### src/cpu_regs_pkg.sv
// constants shared by the cpu register set and its flag unit
// assumes one 20 MHz clock and an AXI4-Lite debug view onto the registers
package cpu_regs_pkg;
	// bus register byte offsets
	localparam logic [5:0] accumulator_off = 6'h00;
	localparam logic [5:0] index_pair_off = 6'h04;
	localparam logic [5:0] stack_pointer_off = 6'h08;
	localparam logic [5:0] program_counter_off = 6'h0C;
	localparam logic [5:0] condition_code_reg_off = 6'h10;
	localparam logic [5:0] control_off = 6'h14;
	localparam logic [5:0] status_off = 6'h18;
	// reset values and vector addresses
	localparam logic [15:0] sp_reset = 16'h00FF;
	localparam logic [7:0] sp_low_reload = 8'hFF;
	localparam logic [15:0] reset_vector_hi_addr = 16'hFFFE;
	localparam logic [15:0] reset_vector_lo_addr = 16'hFFFF;
	// condition code bit positions
	localparam int ccr_c_pos = 0;
	localparam int ccr_z_pos = 1;
	localparam int ccr_n_pos = 2;
	localparam int ccr_i_pos = 3;
	localparam int ccr_h_pos = 4;
	localparam int ccr_v_pos = 7;
	localparam logic [7:0] ccr_fixed_ones = 8'h60;
	localparam logic [7:0] ccr_reset = 8'h68;
	// alu operation codes
	typedef enum logic [3:0] {
		alu_add = 4'h0,
		alu_adc = 4'h1,
		alu_sub = 4'h2,
		alu_and = 4'h3,
		alu_ora = 4'h4,
		alu_eor = 4'h5,
		alu_lsl = 4'h6,
		alu_lsr = 4'h7,
		alu_asr = 4'h8,
		alu_rol = 4'h9,
		alu_ror = 4'hA,
		alu_daa = 4'hB,
		alu_mov = 4'hC,
		alu_sbc = 4'hD
	} alu_op_t;
	// address source for operand fetches
	typedef enum logic [1:0] {
		addr_ix = 2'h0,
		addr_sp8 = 2'h1,
		addr_sp16 = 2'h2,
		addr_pc = 2'h3
	} addr_mode_t;
endpackage

### src/alu_flag_if.sv
// carries operands and flag results between the register set and its flag unit
// assumes both ends run on the same clock
`timescale 1ns/1ps
`default_nettype none
interface alu_flag_if;
	cpu_regs_pkg::alu_op_t op;
	logic [7:0] a;
	logic [7:0] b;
	logic carry_in;
	logic half_in;
	logic [7:0] result;
	logic [7:0] flags;
	modport core (output op, output a, output b, output carry_in, output half_in, input result, input flags);
	modport unit (input op, input a, input b, input carry_in, input half_in, output result, output flags);
endinterface
`default_nettype wire

### src/cpu_alu_flags.sv
// combinational alu that produces a result byte and the v h n z c flags
// assumes the caller keeps the flags that the operation does not touch
`timescale 1ns/1ps
`default_nettype none
module cpu_alu_flags (
	alu_flag_if.unit port_s
);
	logic [8:0] sum;
	logic [4:0] low_sum;
	logic [7:0] res;
	logic c_out;
	logic v_out;
	logic h_out;
	logic [7:0] corr;

	// result and carry out per operation
	always_comb
	begin
		sum = 9'h000;
		low_sum = 5'h00;
		res = 8'h00;
		c_out = 1'b0;
		v_out = 1'b0;
		h_out = 1'b0;
		corr = 8'h00;
		case (port_s.op)
			cpu_regs_pkg::alu_add, cpu_regs_pkg::alu_adc:
			begin
				sum = {1'b0, port_s.a} + {1'b0, port_s.b} + {8'h00, port_s.op == cpu_regs_pkg::alu_adc && port_s.carry_in};
				low_sum = {1'b0, port_s.a[3:0]} + {1'b0, port_s.b[3:0]}
					+ {4'h0, port_s.op == cpu_regs_pkg::alu_adc && port_s.carry_in};
				res = sum[7:0];
				c_out = sum[8];
				h_out = low_sum[4];
				v_out = (port_s.a[7] == port_s.b[7]) && (res[7] != port_s.a[7]);
			end
			cpu_regs_pkg::alu_sub, cpu_regs_pkg::alu_sbc:
			begin
				sum = {1'b0, port_s.a} - {1'b0, port_s.b} - {8'h00, port_s.op == cpu_regs_pkg::alu_sbc && port_s.carry_in};
				res = sum[7:0];
				c_out = sum[8]; // borrow
				v_out = (port_s.a[7] != port_s.b[7]) && (res[7] != port_s.a[7]);
			end
			cpu_regs_pkg::alu_and: res = port_s.a & port_s.b;
			cpu_regs_pkg::alu_ora: res = port_s.a | port_s.b;
			cpu_regs_pkg::alu_eor: res = port_s.a ^ port_s.b;
			cpu_regs_pkg::alu_mov: res = port_s.b;
			cpu_regs_pkg::alu_lsl, cpu_regs_pkg::alu_rol:
			begin
				res = {port_s.a[6:0], port_s.op == cpu_regs_pkg::alu_rol && port_s.carry_in};
				c_out = port_s.a[7];
				v_out = res[7] ^ c_out;
			end
			cpu_regs_pkg::alu_lsr, cpu_regs_pkg::alu_asr, cpu_regs_pkg::alu_ror:
			begin
				res = {(port_s.op == cpu_regs_pkg::alu_asr) ? port_s.a[7]
					: (port_s.op == cpu_regs_pkg::alu_ror && port_s.carry_in), port_s.a[7:1]};
				c_out = port_s.a[0];
				v_out = res[7] ^ c_out;
			end
			cpu_regs_pkg::alu_daa:
			begin
				// correction picked from half carry and carry
				if (port_s.half_in || port_s.a[3:0] > 4'h9)
					corr[3:0] = 4'h6;
				if (port_s.carry_in || port_s.a > 8'h99)
					corr[7:4] = 4'h6;
				res = port_s.a + corr;
				c_out = port_s.carry_in || port_s.a > 8'h99;
			end
			default: res = port_s.a;
		endcase
	end

	// flag byte, every affected flag cleared when its condition fails
	assign port_s.result = res;
	assign port_s.flags = {v_out, 2'b00, h_out, 1'b0, res[7], res == 8'h00, c_out};
endmodule
`default_nettype wire

### src/cpu_register_set.sv
// programmer-visible register set of a small 8-bit cpu with an AXI4-Lite debug view
// assumes execution logic drives one-cycle strobes; memory returns read data same cycle it is asked
// Notes on behaviour
// - 8-bit accumulator holds operands and results
// - 16-bit index pair, upper and lower bytes
// - indexed modes address through the index pair
// - stack pointer resets to 00FF
// - stack reload sets low byte FF only
// - push decrements, pull increments stack pointer
// - stack modes add 8 or 16-bit offset
// - program counter increments per fetch, loads on jumps
// - reset loads program counter from FFFE/FFFF
// - condition code bits 6 and 5 read one
// - overflow flag on two's complement overflow
// - half carry from bit 3 into 4
// - decimal adjust uses half carry and carry
// - mask set blocks maskable interrupts
// - interrupt: stack registers, set mask, fetch vector
// - interrupt entry never stacks upper index byte
// - highest-priority pending request is taken first
// - interrupt return restores registers and mask
// - reset sets mask; unmask op or interrupt return clears it
// - negative flag follows result bit 7
// - zero flag when result is 00
// - carry on add carry, subtract borrow, shifts
//
// Our own choices: the address map and the AXI4-Lite slave port.
`timescale 1ns/1ps
`default_nettype none
module cpu_register_set #(
	parameter int irq_count = 8
) (
	input wire logic clk_sys_i,
	input wire logic rst_i,
	// execution strobes
	input wire logic alu_en_i,
	input wire cpu_regs_pkg::alu_op_t alu_op_i,
	input wire logic [7:0] operand_i,
	input wire logic [4:0] flag_mask_i,
	input wire logic load_ix_i,
	input wire logic [15:0] ix_value_i,
	input wire logic stack_low_byte_reload_i,
	input wire logic push_i,
	input wire logic pull_i,
	input wire logic [7:0] pull_data_i,
	input wire logic fetch_i,
	input wire logic jump_i,
	input wire logic [15:0] jump_addr_i,
	input wire logic unmask_interrupts_op_i,
	input wire logic interrupt_return_op_i,
	input wire cpu_regs_pkg::addr_mode_t addr_mode_i,
	input wire logic [15:0] offset_i,
	input wire logic [irq_count-1:0] irq_req_i,
	input wire logic [15:0] irq_vector_base_i,
	input wire logic [7:0] mem_rdata_i,
	// memory side
	output logic [15:0] mem_addr_o,
	output logic [15:0] operand_addr_o,
	output logic [7:0] push_data_o,
	output logic push_o,
	output logic busy_o,
	output logic [7:0] accumulator_o,
	output logic [7:0] condition_code_reg_o,
	// AXI4-Lite slave
	input wire logic [5:0] s_axi_awaddr,
	input wire logic s_axi_awvalid,
	output logic s_axi_awready,
	input wire logic [31:0] s_axi_wdata,
	input wire logic [3:0] s_axi_wstrb,
	input wire logic s_axi_wvalid,
	output logic s_axi_wready,
	output logic [1:0] s_axi_bresp,
	output logic s_axi_bvalid,
	input wire logic s_axi_bready,
	input wire logic [5:0] s_axi_araddr,
	input wire logic s_axi_arvalid,
	output logic s_axi_arready,
	output logic [31:0] s_axi_rdata,
	output logic [1:0] s_axi_rresp,
	output logic s_axi_rvalid,
	input wire logic s_axi_rready
);
	////////////////////////////////////////////////////////////////////////////////
	// sequencer states for reset vector fetch and interrupt entry/return
	typedef enum logic [8:0] {
		st_vec_hi = 9'b000000001,
		st_vec_lo = 9'b000000010,
		st_run = 9'b000000100,
		st_push = 9'b000001000,
		st_mask = 9'b000010000,
		st_ivec_hi = 9'b000100000,
		st_ivec_lo = 9'b001000000,
		st_pull = 9'b010000000,
		st_halt = 9'b100000000
	} seq_state_t;

	seq_state_t state_reg, state_next;
	logic [7:0] accumulator_reg;
	logic [15:0] index_pair_reg;
	logic [15:0] stack_pointer_reg;
	logic [15:0] program_counter_reg;
	logic [7:0] ccr_reg;
	logic [2:0] step_reg;
	logic [15:0] vec_addr_reg;
	logic halt_reg;
	logic [7:0] wdata_lo;
	logic [7:0] alu_flags;
	logic [7:0] alu_result;
	logic [7:0] ccr_view;
	logic [7:0] ccr_from_alu;
	logic irq_take;
	logic [$clog2(irq_count)-1:0] irq_sel;
	logic [7:0] stack_byte;
	logic dbg_write;
	logic wr_acc, wr_ix, wr_sp, wr_pc, wr_ccr, wr_ctl;

	alu_flag_if flag_bus ();

	cpu_alu_flags alu_u (
		.port_s(flag_bus)
	);

	// highest index is highest priority
	function automatic logic [$clog2(irq_count)-1:0] pick_irq(input logic [irq_count-1:0] req);
		logic [$clog2(irq_count)-1:0] sel;
		sel = '0;
		for (int i = 0; i < irq_count; i++)
			if (req[i])
				sel = i[$clog2(irq_count)-1:0];
		return sel;
	endfunction

	////////////////////////////////////////////////////////////////////////////////
	// alu hookup and flag merge
	assign flag_bus.op = alu_op_i;
	assign flag_bus.a = accumulator_reg;
	assign flag_bus.b = operand_i;
	assign flag_bus.carry_in = ccr_reg[cpu_regs_pkg::ccr_c_pos];
	assign flag_bus.half_in = ccr_reg[cpu_regs_pkg::ccr_h_pos];
	assign alu_result = flag_bus.result;
	assign alu_flags = flag_bus.flags;
	// only flags named in the mask (v h n z c) are touched
	assign ccr_from_alu = {
		flag_mask_i[4] ? alu_flags[7] : ccr_reg[7],
		2'b11,
		flag_mask_i[3] ? alu_flags[4] : ccr_reg[4],
		ccr_reg[3],
		flag_mask_i[2] ? alu_flags[2] : ccr_reg[2],
		flag_mask_i[1] ? alu_flags[1] : ccr_reg[1],
		flag_mask_i[0] ? alu_flags[0] : ccr_reg[0]
	};
	assign ccr_view = ccr_reg | cpu_regs_pkg::ccr_fixed_ones;

	// interrupt acceptance, blocked by mask
	assign irq_take = state_reg == st_run && !ccr_reg[cpu_regs_pkg::ccr_i_pos] && |irq_req_i && !halt_reg;
	assign irq_sel = pick_irq(irq_req_i);

	// stacking order pc low, pc high, x, a, ccr; upper index is left out
	assign stack_byte = step_reg == 3'd0 ? program_counter_reg[7:0]
		: step_reg == 3'd1 ? program_counter_reg[15:8]
		: step_reg == 3'd2 ? index_pair_reg[7:0]
		: step_reg == 3'd3 ? accumulator_reg : ccr_view;

	// operand address formation
	assign operand_addr_o = addr_mode_i == cpu_regs_pkg::addr_ix ? index_pair_reg
		: addr_mode_i == cpu_regs_pkg::addr_sp8 ? stack_pointer_reg + {8'h00, offset_i[7:0]}
		: addr_mode_i == cpu_regs_pkg::addr_sp16 ? stack_pointer_reg + offset_i : program_counter_reg;

	// memory address for the sequencer's own accesses
	assign mem_addr_o = (state_reg == st_vec_hi || state_reg == st_vec_lo || state_reg == st_ivec_hi
		|| state_reg == st_ivec_lo) ? vec_addr_reg
		: (state_reg == st_push || state_reg == st_pull || push_i || pull_i) ? stack_pointer_reg : operand_addr_o;
	assign push_o = state_reg == st_push || (state_reg == st_run && push_i);
	assign push_data_o = state_reg == st_push ? stack_byte : accumulator_reg;
	assign busy_o = state_reg != st_run || halt_reg;
	assign accumulator_o = accumulator_reg;
	assign condition_code_reg_o = ccr_view;

	////////////////////////////////////////////////////////////////////////////////
	// sequencer next state
	always_comb
	begin
		state_next = state_reg;
		case (state_reg)
			st_vec_hi: state_next = st_vec_lo;
			st_vec_lo: state_next = st_run;
			st_run:
			begin
				if (irq_take)
					state_next = st_push;
				else if (interrupt_return_op_i)
					state_next = st_pull;
			end
			st_push: if (step_reg == 3'd4) state_next = st_mask;
			st_mask: state_next = st_ivec_hi;
			st_ivec_hi: state_next = st_ivec_lo;
			st_ivec_lo: state_next = st_run;
			st_pull: if (step_reg == 3'd4) state_next = st_run;
			st_halt: state_next = st_run;
			default: state_next = st_vec_hi;
		endcase
	end

	always_ff @(posedge clk_sys_i or posedge rst_i)
	begin
		if (rst_i)
			state_reg <= st_vec_hi;
		else
			state_reg <= state_next;
	end

	// step counter and vector address
	always_ff @(posedge clk_sys_i or posedge rst_i)
	begin
		if (rst_i)
		begin
			step_reg <= 3'd0;
			vec_addr_reg <= cpu_regs_pkg::reset_vector_hi_addr;
		end
		else
		begin
			step_reg <= (state_reg == st_push || state_reg == st_pull) && step_reg != 3'd4 ? step_reg + 3'd1 : 3'd0;
			if (state_reg == st_vec_hi)
				vec_addr_reg <= cpu_regs_pkg::reset_vector_lo_addr;
			else if (state_reg == st_mask)
				vec_addr_reg <= irq_vector_base_i - 16'({irq_sel, 1'b0}); // two bytes per vector slot
			else if (state_reg == st_ivec_hi)
				vec_addr_reg <= vec_addr_reg + 16'h0001;
		end
	end

	////////////////////////////////////////////////////////////////////////////////
	// bus write decode
	assign dbg_write = s_axi_awvalid && s_axi_wvalid && !s_axi_bvalid;
	assign wdata_lo = s_axi_wdata[7:0];
	assign wr_acc = dbg_write && s_axi_awaddr == cpu_regs_pkg::accumulator_off;
	assign wr_ix = dbg_write && s_axi_awaddr == cpu_regs_pkg::index_pair_off;
	assign wr_sp = dbg_write && s_axi_awaddr == cpu_regs_pkg::stack_pointer_off;
	assign wr_pc = dbg_write && s_axi_awaddr == cpu_regs_pkg::program_counter_off;
	assign wr_ccr = dbg_write && s_axi_awaddr == cpu_regs_pkg::condition_code_reg_off;
	assign wr_ctl = dbg_write && s_axi_awaddr == cpu_regs_pkg::control_off && s_axi_wstrb[0];

	// accumulator and index pair
	always_ff @(posedge clk_sys_i or posedge rst_i)
	begin
		if (rst_i)
		begin
			accumulator_reg <= 8'h00;
			index_pair_reg <= 16'h0000;
		end
		else if (wr_acc && s_axi_wstrb[0])
			accumulator_reg <= wdata_lo;
		else if (wr_ix)
			index_pair_reg <= {s_axi_wstrb[1] ? s_axi_wdata[15:8] : index_pair_reg[15:8],
				s_axi_wstrb[0] ? wdata_lo : index_pair_reg[7:0]};
		else if (state_reg == st_pull && step_reg == 3'd1)
			accumulator_reg <= pull_data_i;
		else if (state_reg == st_pull && step_reg == 3'd2)
			index_pair_reg[7:0] <= pull_data_i;
		else if (state_reg == st_run && alu_en_i)
			accumulator_reg <= alu_result;
		else if (state_reg == st_run && load_ix_i)
			index_pair_reg <= ix_value_i;
	end

	// stack pointer
	always_ff @(posedge clk_sys_i or posedge rst_i)
	begin
		if (rst_i)
			stack_pointer_reg <= cpu_regs_pkg::sp_reset;
		else if (wr_sp)
			stack_pointer_reg <= s_axi_wdata[15:0];
		else if (state_reg == st_push || (state_reg == st_run && push_i))
			stack_pointer_reg <= stack_pointer_reg - 16'h0001;
		else if (state_reg == st_pull || (state_reg == st_run && pull_i))
			stack_pointer_reg <= stack_pointer_reg + 16'h0001;
		else if (state_reg == st_run && stack_low_byte_reload_i)
			stack_pointer_reg[7:0] <= cpu_regs_pkg::sp_low_reload;
	end

	// program counter
	always_ff @(posedge clk_sys_i or posedge rst_i)
	begin
		if (rst_i)
			program_counter_reg <= 16'h0000;
		else if (state_reg == st_vec_hi || state_reg == st_ivec_hi)
			program_counter_reg[15:8] <= mem_rdata_i;
		else if (state_reg == st_vec_lo || state_reg == st_ivec_lo)
			program_counter_reg[7:0] <= mem_rdata_i;
		else if (state_reg == st_pull && step_reg == 3'd3)
			program_counter_reg[15:8] <= pull_data_i;
		else if (state_reg == st_pull && step_reg == 3'd4)
			program_counter_reg[7:0] <= pull_data_i;
		else if (wr_pc)
			program_counter_reg <= s_axi_wdata[15:0];
		else if (state_reg == st_run && jump_i)
			program_counter_reg <= jump_addr_i;
		else if (state_reg == st_run && fetch_i)
			program_counter_reg <= program_counter_reg + 16'h0001;
	end

	// condition codes; mask set at reset and on entry
	always_ff @(posedge clk_sys_i or posedge rst_i)
	begin
		if (rst_i)
			ccr_reg <= cpu_regs_pkg::ccr_reset;
		else if (state_reg == st_mask)
			ccr_reg[cpu_regs_pkg::ccr_i_pos] <= 1'b1;
		else if (state_reg == st_pull && step_reg == 3'd0)
			ccr_reg <= pull_data_i | cpu_regs_pkg::ccr_fixed_ones;
		else if (wr_ccr && s_axi_wstrb[0])
			ccr_reg <= {wdata_lo[7], 2'b11, wdata_lo[4], ccr_reg[3], wdata_lo[2:0]};
		else if (state_reg == st_run && alu_en_i)
			ccr_reg <= ccr_from_alu;
		else if (state_reg == st_run && unmask_interrupts_op_i)
			ccr_reg[cpu_regs_pkg::ccr_i_pos] <= 1'b0;
	end

	// debug halt control
	always_ff @(posedge clk_sys_i or posedge rst_i)
	begin
		if (rst_i)
			halt_reg <= 1'b0;
		else if (wr_ctl)
			halt_reg <= wdata_lo[0];
	end

	////////////////////////////////////////////////////////////////////////////////
	// AXI4-Lite handshakes: write taken when both channels present
	assign s_axi_awready = dbg_write;
	assign s_axi_wready = dbg_write;
	assign s_axi_arready = s_axi_arvalid && !s_axi_rvalid;

	always_ff @(posedge clk_sys_i or posedge rst_i)
	begin
		if (rst_i)
		begin
			s_axi_bvalid <= 1'b0;
			s_axi_bresp <= 2'b00;
		end
		else if (dbg_write)
		begin
			s_axi_bvalid <= 1'b1;
			s_axi_bresp <= s_axi_awaddr > cpu_regs_pkg::status_off || s_axi_awaddr[1:0] != 2'b00
				? 2'b10 : 2'b00;
		end
		else if (s_axi_bready)
			s_axi_bvalid <= 1'b0;
	end

	// read data mux
	always_ff @(posedge clk_sys_i or posedge rst_i)
	begin
		if (rst_i)
		begin
			s_axi_rvalid <= 1'b0;
			s_axi_rdata <= 32'h00000000;
			s_axi_rresp <= 2'b00;
		end
		else if (s_axi_arready)
		begin
			s_axi_rvalid <= 1'b1;
			s_axi_rresp <= 2'b00;
			case (s_axi_araddr)
				cpu_regs_pkg::accumulator_off: s_axi_rdata <= {24'h000000, accumulator_reg};
				cpu_regs_pkg::index_pair_off: s_axi_rdata <= {16'h0000, index_pair_reg};
				cpu_regs_pkg::stack_pointer_off: s_axi_rdata <= {16'h0000, stack_pointer_reg};
				cpu_regs_pkg::program_counter_off: s_axi_rdata <= {16'h0000, program_counter_reg};
				cpu_regs_pkg::condition_code_reg_off: s_axi_rdata <= {24'h000000, ccr_view};
				cpu_regs_pkg::control_off: s_axi_rdata <= {31'h00000000, halt_reg};
				cpu_regs_pkg::status_off: s_axi_rdata <= {23'h000000, state_reg};
				default:
				begin
					s_axi_rdata <= 32'h00000000;
					s_axi_rresp <= 2'b10;
				end
			endcase
		end
		else if (s_axi_rready)
			s_axi_rvalid <= 1'b0;
	end
endmodule
`default_nettype wire

### config.mk
export PLATFORM = sky130hd
export DESIGN_NAME = cpu_register_set
export DESIGN_NICKNAME = d
export VERILOG_FILES = /design/src/cpu_regs_pkg.sv /design/src/alu_flag_if.sv /design/src/cpu_alu_flags.sv /design/src/cpu_register_set.sv
export SDC_FILE = /design/constraint.sdc
export NUM_CORES = 1
export LEC_CHECK = 0
export BUFFER_PORTS_ARGS = -buffer_cell sky130_fd_sc_hd__buf_2
export CORE_ASPECT_RATIO = 0.6
export CORE_UTILIZATION = 34
export CTS_BUF_LIST = sky130_fd_sc_hd__clkbuf_8
export CTS_CLUSTER_DIAMETER = 80
export CTS_CLUSTER_SIZE = 28
export DETAILED_ROUTE_END_ITERATION = 16
export MAX_ROUTING_LAYER = met4
export PLACE_DENSITY_LB_ADDON = 0.2
export SLEW_MARGIN = 20
export SYNTH_ARGS = -nofsm -noshare
export SYNTH_HDL_FRONTEND = slang
export SYNTH_HIERARCHICAL = 1
export SYNTH_SLANG_ARGS = --single-unit
### constraint.sdc
create_clock -name clk_sys_i -period 5.2 [get_ports clk_sys_i]
set_input_delay 0.26 -clock clk_sys_i [delete_from_list [all_inputs] [get_ports clk_sys_i]]
set_output_delay 0.26 -clock clk_sys_i [all_outputs]
set_load 0.005 [all_outputs]
# ---- Word level (Yosys, flattened, before mapping)
# Index checks and enable logic that the tools add are counted.
dict set report word_totals {
  latchBits 0
  mem_count 0
  out_inout_bits 99
  mem_bits_rw 0
  rom_bits 0
  ff_bits 129
  wordCells 287
}
dict set report op_classes {
  n_bitwise 8
  muxes 82
  add_sub_neg 15
  shifts 0
  reduce_logical 96
  multipliers 0
  n_eq_ne 61
  n_lt_le_gt_ge 3
  n_div 0
}
# op n
set op_table {}
lappend op_table {{16-bit two-way mux} 17}
lappend op_table {{8-bit two-way mux} 26}
lappend op_table {{16-bit case mux with 7 select lines} 1}
lappend op_table {{8-bit case mux with 9 select lines} 1}
lappend op_table {{9-bit case mux with 7 select lines} 1}
lappend op_table {{16-bit by 1-bit adder with 16-bit output (second input constant)} 3}
lappend op_table {{9-bit two-way mux} 4}
lappend op_table {{1-bit logical AND} 35}
lappend op_table {{3-bit nonzero test} 11}
lappend op_table {{6-bit by 5-bit == test with 1-bit output (second input constant)} 5}
lappend op_table {{3-bit AND reduction} 10}
lappend op_table {{4-bit == test (second input constant)} 6}
lappend op_table {{6-bit by 4-bit == test with 1-bit output (second input constant)} 4}
lappend op_table {{3-bit two-way mux} 8}
lappend op_table {{3-bit != test (second input constant)} 6}
lappend op_table {{16-bit adder} 1}
lappend op_table {{16-bit by 8-bit adder with 16-bit output} 1}
lappend op_table {{4-bit by 3-bit == test with 1-bit output (second input constant)} 4}
lappend op_table {{16-bit by 1-bit subtractor with 16-bit output (second input constant)} 1}
lappend op_table {{16-bit by 4-bit subtractor with 16-bit output} 1}
lappend op_table {{1-bit two-way mux} 15}
lappend op_table {{1-bit logical OR} 14}
lappend op_table {{2-bit != test (second input constant)} 7}
lappend op_table {{6-bit by 3-bit == test with 1-bit output (second input constant)} 2}
lappend op_table {{56 further kinds} 81}

# ---- Logic depth before layout (Yosys ltp)
# Gate-level depths: netlist (run 1).
dict set report depth {
  depth_word 12
  mapped_depth 19
  mapped_depth_nobuf 17
}

# ---- Modules after synthesis
# Netlist (run 1), hierarchy kept.
# mod area_per_inst_um2 instances cells_each
set modules_own_cells {}
lappend modules_own_cells {cpu_register_set 10311.1 1 1334}
lappend modules_own_cells {cpu_alu_flags 2060.7 1 289}

# ---- Least setup slack after synthesis (run 1)
# OpenSTA, ideal clock, no wires.
dict set report synth_path {
  path_kind {input -> register}
  startpoint {input alu_op_i[3]}
  endpoint {register ccr_reg[1]}
  setup_ns 0.064
  arrival_ns 4.029
  stages 18
  path_buffers 3
  path_slack_ns 1.107
  path_cell_list {buf_6 -> clkbuf_1 -> clkbuf_1 -> nand4_1 -> fa_1 -> inv_1 -> ha_1 -> o21ai_0 -> nand2_1 -> xnor2_1 -> nor2_1 -> o32a_1 -> or4_1 -> or3_1 -> a2111oi_2 -> mux2i_1 -> a21oi_1 -> mux2_2}
}
dict set report synth_between {
  elab_chain_cells 9
  word_cells_on_any_way 31
}
# item line
set synth_rtl {}
lappend synth_rtl {{start: declaration} cpu_register_set.sv:37} ;# input wire cpu_regs_pkg::alu_op_t alu_op_i,
lappend synth_rtl {{4-bit == test or 4-bit by 1-bit == test with 1-bit output (tied branches)} {cpu_alu_flags.sv:26, cpu_alu_flags.sv:39, cpu_alu_flags.sv:29}}
lappend synth_rtl {{1-bit logical AND, on equally long branches} {cpu_alu_flags.sv:39, cpu_alu_flags.sv:29}}
lappend synth_rtl {{9-bit by 1-bit subtractor with 9-bit output or 9-bit by 1-bit adder with 9-bit output (tied branches)} {cpu_alu_flags.sv:39, cpu_alu_flags.sv:29}}
lappend synth_rtl {{8-bit case mux with 9 select lines *} cpu_alu_flags.sv:26} ;# case (port_s.op)
lappend synth_rtl {{named net alu_result[3]} cpu_register_set.sv:108} ;# logic [7:0] alu_result;
lappend synth_rtl {{8-bit logical NOT *} cpu_alu_flags.sv:77} ;# assign port_s.flags = {v_out, 2'b00, h_out, 1'b0, res[7], res == 8'h00, c_out};
lappend synth_rtl {{named net alu_flags[1]} cpu_register_set.sv:107} ;# logic [7:0] alu_flags;
lappend synth_rtl {{1-bit two-way mux *} cpu_register_set.sv:149} ;# flag_mask_i[1] ? alu_flags[1] : ccr_reg[1],
lappend synth_rtl {{3-bit two-way mux *} cpu_register_set.sv:313} ;# else if (state_reg == st_run && alu_en_i)
lappend synth_rtl {{8-bit two-way mux *} cpu_register_set.sv:311} ;# else if (wr_ccr && s_axi_wstrb[0])
lappend synth_rtl {{8-bit two-way mux *} cpu_register_set.sv:309} ;# else if (state_reg == st_pull && step_reg == 3'd0)
lappend synth_rtl {{end signal: assignment} cpu_register_set.sv:310} ;# ccr_reg <= pull_data_i | cpu_regs_pkg::ccr_fixed_ones;
lappend synth_rtl {{end signal: assignment} cpu_register_set.sv:312} ;# ccr_reg <= {wdata_lo[7], 2'b11, wdata_lo[4], ccr_reg[3], wdata_lo[2:0]};
lappend synth_rtl {{end signal: assignment} cpu_register_set.sv:314} ;# ccr_reg <= ccr_from_alu;
lappend synth_rtl {{end: declaration} cpu_register_set.sv:102} ;# logic [7:0] ccr_reg;
# Mark *: on every way through the listed nets, which the timed path passes. The rest lies on a longest branch. The select of a mux whose other input is x is not followed.
# A chain may end at the register's enable or synchronous reset.

# ---- Worst setup path after layout (run 1)
dict set report layout_path {
  startpoint {register accumulator_reg[2], in the netlist accumulator_o[2]}
  endpoint {register ccr_reg[1]}
}
dict set report layout_between {
  elab_chain_cells 11
  word_cells_on_any_way 22
}
# item line
set layout_rtl {}
lappend layout_rtl {{start: declaration} cpu_register_set.sv:98} ;# logic [7:0] accumulator_reg;
lappend layout_rtl {{start signal: assignment} cpu_register_set.sv:252} ;# accumulator_reg <= wdata_lo;
lappend layout_rtl {{start signal: assignment} cpu_register_set.sv:257} ;# accumulator_reg <= pull_data_i;
lappend layout_rtl {{start signal: assignment} cpu_register_set.sv:261} ;# accumulator_reg <= alu_result;
lappend layout_rtl {{4-bit > comparator} cpu_alu_flags.sv:64} ;# if (port_s.half_in || port_s.a[3:0] > 4'h9)
lappend layout_rtl {{1-bit logical OR} cpu_alu_flags.sv:64}
lappend layout_rtl {{3-bit two-way mux} cpu_alu_flags.sv:64}
lappend layout_rtl {{4-bit two-way mux} cpu_alu_flags.sv:26}
lappend layout_rtl {{8-bit adder} cpu_alu_flags.sv:68} ;# res = port_s.a + corr;
lappend layout_rtl {{8-bit case mux with 9 select lines *} cpu_alu_flags.sv:26}
lappend layout_rtl {{named net alu_result[3]} cpu_register_set.sv:108}
lappend layout_rtl {{8-bit logical NOT *} cpu_alu_flags.sv:77}
lappend layout_rtl {{named net alu_flags[1]} cpu_register_set.sv:107}
lappend layout_rtl {{1-bit two-way mux *} cpu_register_set.sv:149}
lappend layout_rtl {{3-bit two-way mux *} cpu_register_set.sv:313}
lappend layout_rtl {{8-bit two-way mux *} cpu_register_set.sv:311}
lappend layout_rtl {{8-bit two-way mux *} cpu_register_set.sv:309}
# Marked as above.

==> results of run 1 <==
layer usage:
layer / up-vias / global-route usage / part of all wire
met4: 0 / 0.0567 / 0.015
li1: 6229 / - / -
met2: 758 / 0.376 / 0.37
met1: 6566 / 0.486 / 0.50
met3: 43 / 0.0983 / 0.12
met5: - / - / 0
per-stage QoR:
| step | utilization | setup slack [ns] | cell area [um2] |
|---|---|---|---|
| 2_1_floorplan | - | 1.11 | 12400 |
| 3_3_place_gp | 0.389 | 0.928 | 13800 |
| 3_5_place_dp | 0.389 | 0.943 | 13800 |
| 4_1_cts | 0.395 | 0.910 | 14000 |
| 5_1_grt | 0.396 | 0.532 | 14000 |
| 6_report | 0.396 | 0.874 | 14000 |
power breakdown:
part	internal, uW	total (uW)	switching [uW]
clock network	178	536	357
logic	1690	4220	2530
registers	1120	1720	599
total	2980	6470	3490
placed cells by master (no fill, tap or decap), types with 45 or more instances in the layout:
cell / instances
a21oi_1: 125
ha_1: 63
dfrtp_1: 85
nor2_1: 149
inv_1: 71
nor3_1: 47
o21ai_0: 121
xnor2_1: 47
nand3_1: 45
buf_2: 231
mux2i_1: 57
nand2_1: 164
path summary, 6_finish.rpt:
| kind | from | end | slack (ns) | cells after the start |
|---|---|---|---|---|
| max | accumulator_o[2]$_DFFE_PP0P_ | ccr_reg[1]$_DFFE_PP0P_ | 0.87 | 16 |
| min | irq_vector_base_i[15] | vec_addr_reg[15]$_DFFE_PP1P_ | 0.05 | 3 |
| min in group asynchronous | rst_i | ccr_reg[1]$_DFFE_PP0P_ | 0.53 | 3 |
| min reg2reg | s_axi_rresp[1]$_DFFE_PP0P_ | s_axi_rresp[1]$_DFFE_PP0P_ | 0.49 | 2 |
| max reg2reg | accumulator_o[2]$_DFFE_PP0P_ | ccr_reg[1]$_DFFE_PP0P_ | 0.87 | 16 |
| max in group asynchronous | rst_i | s_axi_rdata[4]$_DFFE_PP0P_ | 3.43 | 4 |
what timing repair did:
item | CTS | global route
buffers inserted | 0 | 0
hold endpoints to repair | 36 | 0
hold buffers | 4 | 0
gates resized for setup | 0 | 0
final cells by class:
type	instances	area (um2)
clock inverter	7	51.3
sequential	110	2780
clock buffer	9	124
tap	467	584
timing repair buffer	259	1380
multi-input combinational	1334	8770
antenna	6	15.0
inverter	72	278
fill	3768	21400
tightest hold or removal path, stage by stage:
cell and delay [ns]:
buf_2 0.08, xnor2_1 0.11, a21oi_1 0.06
==> impl_metrics.py, run 1 <==
metrics = {
    "status": {
        "outcome": "finished, final reports clean",
    },
    "detailed_routing": {
        "routed_wirelength_mm": 57.2,
        "vias_per_cell": 6.01,
        "drt_iter0_drc": 1587,
        "wire_per_inst_um": 25.3,
        "remaining_drc_errors": 0,
        "via_count": 13600,
        "drtPass1Iterations": 7,
        "antenna_left": 0,
    },
    "power": {
        "p_per_area_mw_per_mm2": 463,
        "peakVddDrop_v": 0.000163,
        "p_total_uw": 6470,
        "p_leak_uw": 0.00616,
    },
    "global_route": {
        "grt-ovfl-total": 0,
        "grt_pass1_wl_mm": 81.5,
        "grt_pass1_vias": 11800,
        "antenna_found_initial": 6,
        "track_usage": 0.312,
        "grt_max_degree": 61,
    },
    "run": {
        "maxCapViolCount": 0,
    },
    "floorplan": {
        "fp-row-count": 53,
        "initial_core_util": 0.349,
        "coreArea_mm2": 0.0353,
        "chipWidth_um": 248,
        "io_pins": 270,
        "die_h_um": 150,
        "die_area_mm2": 0.0371,
    },
    "cells_and_area": {
        "drive_gt1_frac": 0.205,
        "nNetsFinal": 2027,
        "fin_cells": 2264,
        "area_growth_pct": 13.3,
    },
    "sta": {
        "setup-violations-final": 0,
        "slew_headroom": 0.252,
        "fmax_mhz": 231,
        "fin_skew_ns": 0.0147,
        "hold_ws_ns": 0.0535,
        "fin_crit_sh": 0.832,
        "tns_ns": 0,
        "rsz0062_at_grt": "false",
        "drv_slew": 0,
        "max_slew.worst_pin.slew_ns": 1.11,
        "min_period_ns": 4.33,
        "finalHoldViolCount": 0,
    },
    "worst_setup_path": {
        "cp_top_family": "simple AND/OR/NAND/NOR gates",
        "worstSetupPathType": "reg -> reg",
        "critPathRequiredTime_ns": 5.60,
        "cp.arrival_ns": 4.73,
        "critPathMaxStageDelay_ns": 0.60,
        "path_buf_inv": 2,
        "crit_chain": "inv_1 > nand2_1 > a21o_1 > ha_1 > inv_1 > fa_1 > xnor2_1 > nand2_1 > o2111ai_1 > o32a_1 > or4_1 > or3_1 > a2111oi_2 > mux2i_1 > a21oi_1 > mux2_2",
        "endpoint_kind": "flip-flop",
        "crit_slowest_cell": "dfrtp_1",
        "start_kind": "flip-flop",
        "worstPathMaxFanout": 11,
    },
    "hold_path": {
        "hp-class": "in -> reg",
    },
    "clock_network": {
        "clk_pin_slew_worst_paths_ns": 0.12,
        "clkSinkCount": 110,
        "cts_tree": "built",
        "clk_latency_ns": 0.45,
        "numCtsBuffers": 9,
        "htreeDepth": 3,
        "cts-root-buf": "clkbuf_8",
        "cts_buffer_depth": 2,
    },
    "placed_design": {
        "placedCellCount": 2238,
        "gp_congestion": 1.07,
        "io_buffers": 231,
        "dp_hpwl_mm": 45.9,
    },
    "logic_synthesis": {
        "synth.avg_cell_area_um2": 7.63,
        "synth_warnings": 6,
        "syn_area_mm2": 0.0123,
        "syn-instance-count": 1619,
    },
}
Note: power is estimated with default switching activity, not from simulation.
==> run 2, diff against run 1 <==
==> constraint.sdc (replaced) <==
create_clock -name clk_sys_i -period 3.7 [get_ports clk_sys_i]
set_input_delay 0.185 -clock clk_sys_i [delete_from_list [all_inputs] [get_ports clk_sys_i]]
set_output_delay 0.185 -clock clk_sys_i [all_outputs]
set_load 0.005 [all_outputs]
==> impl_metrics.py, run 2 (synthesis gave the netlist of run 1 again) <==
metrics = {
    "floorplan": {
        "coreArea_mm2": 0.0353,
        "die_h_um": 150,
        "die_area_mm2": 0.0371,
        "initial_core_util": 0.349,
        "chipWidth_um": 248,
        "io_pins": 270,
        "fp-row-count": 53,
    },
    "run": {
        "maxCapViolCount": 0,
    },
    "worst_setup_path": {
        "critPathRequiredTime_ns": 4.08,
        "crit_chain": "buf_6 > nand2_1 > nor3_2 > fa_2 > buf_4 > a21o_1 > a211oi_2 > o32ai_1 > o32a_1 > or4_4 > or3_4 > a2111oi_4 > mux2i_1 > a21oi_1 > mux2_2",
        "critPathMaxStageDelay_ns": 0.58,
        "start_kind": "flip-flop",
        "cp_top_family": "compound AO/OA/AOI/OAI gates",
        "r2r-start": "ccr_reg[0]$_DFFE_PP0P_",
        "crit_cells": 15,
        "worst_r2r_path_depth": 15,
        "worstPathMaxFanout": 3,
        "endpoint_kind": "flip-flop",
        "r2r-end": "ccr_reg[1]$_DFFE_PP0P_",
        "cp.arrival_ns": 4.17,
        "setup.worst_path.end": "ccr_reg[1]$_DFFE_PP0P_",
        "path_buf_inv": 2,
        "cp-startpoint": "ccr_reg[0]$_DFFE_PP0P_",
        "worstSetupPathType": "reg -> reg",
        "ff2ff_setup_slack_ns": -0.09,
        "crit_slowest_cell": "or4_4",
    },
    "global_route": {
        "grt_pass1_wl_mm": 84.7,
        "grt_pass1_vias": 12400,
        "antenna_found_initial": 1,
        "grt-ovfl-total": 0,
        "grt_max_degree": 59,
        "track_usage": 0.323,
    },
    "detailed_routing": {
        "remaining_drc_errors": 0,
        "vias_per_cell": 5.93,
        "antenna_left": 0,
        "drtPass1Iterations": 6,
        "drt_iter0_drc": 1836,
        "via_count": 13900,
        "wire_per_inst_um": 25.2,
        "routed_wirelength_mm": 58.9,
    },
    "cells_and_area": {
        "layout_common_cells": "231 x buf_2, 163 x nand2_1, 148 x nor2_1, 124 x a21oi_1, 120 x o21ai_0",
        "final_common_cell": "buf_2",
        "regArea_mm2": 0.00279,
        "area_growth_pct": 19.1,
        "nNetsFinal": 2111,
        "post-route-util": 0.416,
        "multi_input_area_mm2": 0.00888,
        "fillers": 3721,
        "drive_gt1_frac": 0.252,
    },
    "power": {
        "peakVddDrop_v": 0.000275,
        "p_leak_uw": 0.00657,
        "p_per_area_mw_per_mm2": 658,
    },
    "clock_network": {
        "numCtsBuffers": 9,
        "htreeDepth": 3,
        "cts_buffer_depth": 2,
        "cts_tree": "built",
        "clk_latency_ns": 0.44,
        "clk_pin_slew_worst_paths_ns": 0.12,
        "cts-root-buf": "clkbuf_8",
        "clkSinkCount": 110,
    },
    "sta": {
        "max_slew.worst_pin.slew_ns": 0.961,
        "rsz0062_at_grt": "true",
        "post-route-worst-setup-slack_ns": -0.0899,
        "min_period_ns": 3.79,
        "drv_slew": 0,
        "tns_ns": -0.0899,
        "setup-violations-final": 1,
        "hold_ws_ns": 0.0237,
        "fin_skew_ns": 0.0178,
        "finalHoldViolCount": 0,
        "fin_crit_sh": 1.02,
        "fmax_mhz": 264,
        "slew_headroom": 0.353,
    },
    "status": {
        "violations": "negative setup slack",
        "outcome": "finished with violations",
    },
    "placed_design": {
        "dp_hpwl_mm": 48.0,
        "io_buffers": 231,
        "dp_worst_setup_slack_ns": -0.265,
        "gp_congestion": 1.03,
    },
    "hold_path": {
        "hp-class": "in -> reg",
    },
}
[run 2: how the worst min path moves through the flow]
| stage | from | end | slack, ns | cells past startpoint |
|---|---|---|---|---|
| floorplan | s_axi_bready | s_axi_bvalid$_DFFE_PP0P_ | 0.28 | 1 |
| global placement | s_axi_bready | s_axi_bvalid$_DFFE_PP0P_ | 0.37 | 2 |
| detailed placement | s_axi_bready | s_axi_bvalid$_DFFE_PP0P_ | 0.37 | 2 |
| CTS | irq_vector_base_i[9] | vec_addr_reg[9]$_DFFE_PP1P_ | 0.001 | 3 |
| global route | irq_vector_base_i[15] | vec_addr_reg[15]$_DFFE_PP1P_ | 0.02 | 3 |
| finish | irq_vector_base_i[14] | vec_addr_reg[14]$_DFFE_PP1P_ | 0.02 | 3 |
[run 2: what timing repair did]
item | 4_1_cts | 5_1_grt
hold endpoints to repair | 51 | 0
endpoints found under the setup margin | 2 | 10
setup buffers | 3 | 5
hold buffers | 4 | 0
pin swaps | 11 | 15
gates cloned | 0 | 0
gates resized for setup | 11 | 13
[run 2: worst min-delay path, delay by kind of cell]
family	cells	cell delay [ns]
buf+inv	1	0.10
xor+xnor	1	0.11
compound gates	1	0.06
[run 2: layer usage]
metal	vias up	share of wire	wire [um]	GRT usage
li1	6391	-	-	-
met1	6679	0.49	28900	0.497
met2	771	0.37	21900	0.392
met3	48	0.13	7590	0.119
met4	0	0.010	592	0.0399
met5	-	0	0	-
[run 2: stage by stage]
stage               total power [uW]  instances  cell area (um2)
detailed placement              8520       2314            14300
global placement                8540       2314            14300
finish                          9680       2343            14700
CTS                             9330       2337            14600
floorplan                       5870       1637            12400
global route                   10200       2342            14700
[run 2: power by group]
part           internal (uW)  total [uW]  switching [uW]
clock network            243         719             476
logic                   2810        6700            3890
registers               1570        2260             688
[run 2: final cells by class]
cell class | instances | area share
inverter | 72 | 0.0189
multi-input combinational | 1334 | 0.604
sequential | 110 | 0.189
clock buffer | 9 | 0.00842
antenna | 1 | 0.000170
tap | 467 | 0.0397
timing repair buffer | 343 | 0.137
clock inverter | 7 | 0.00281
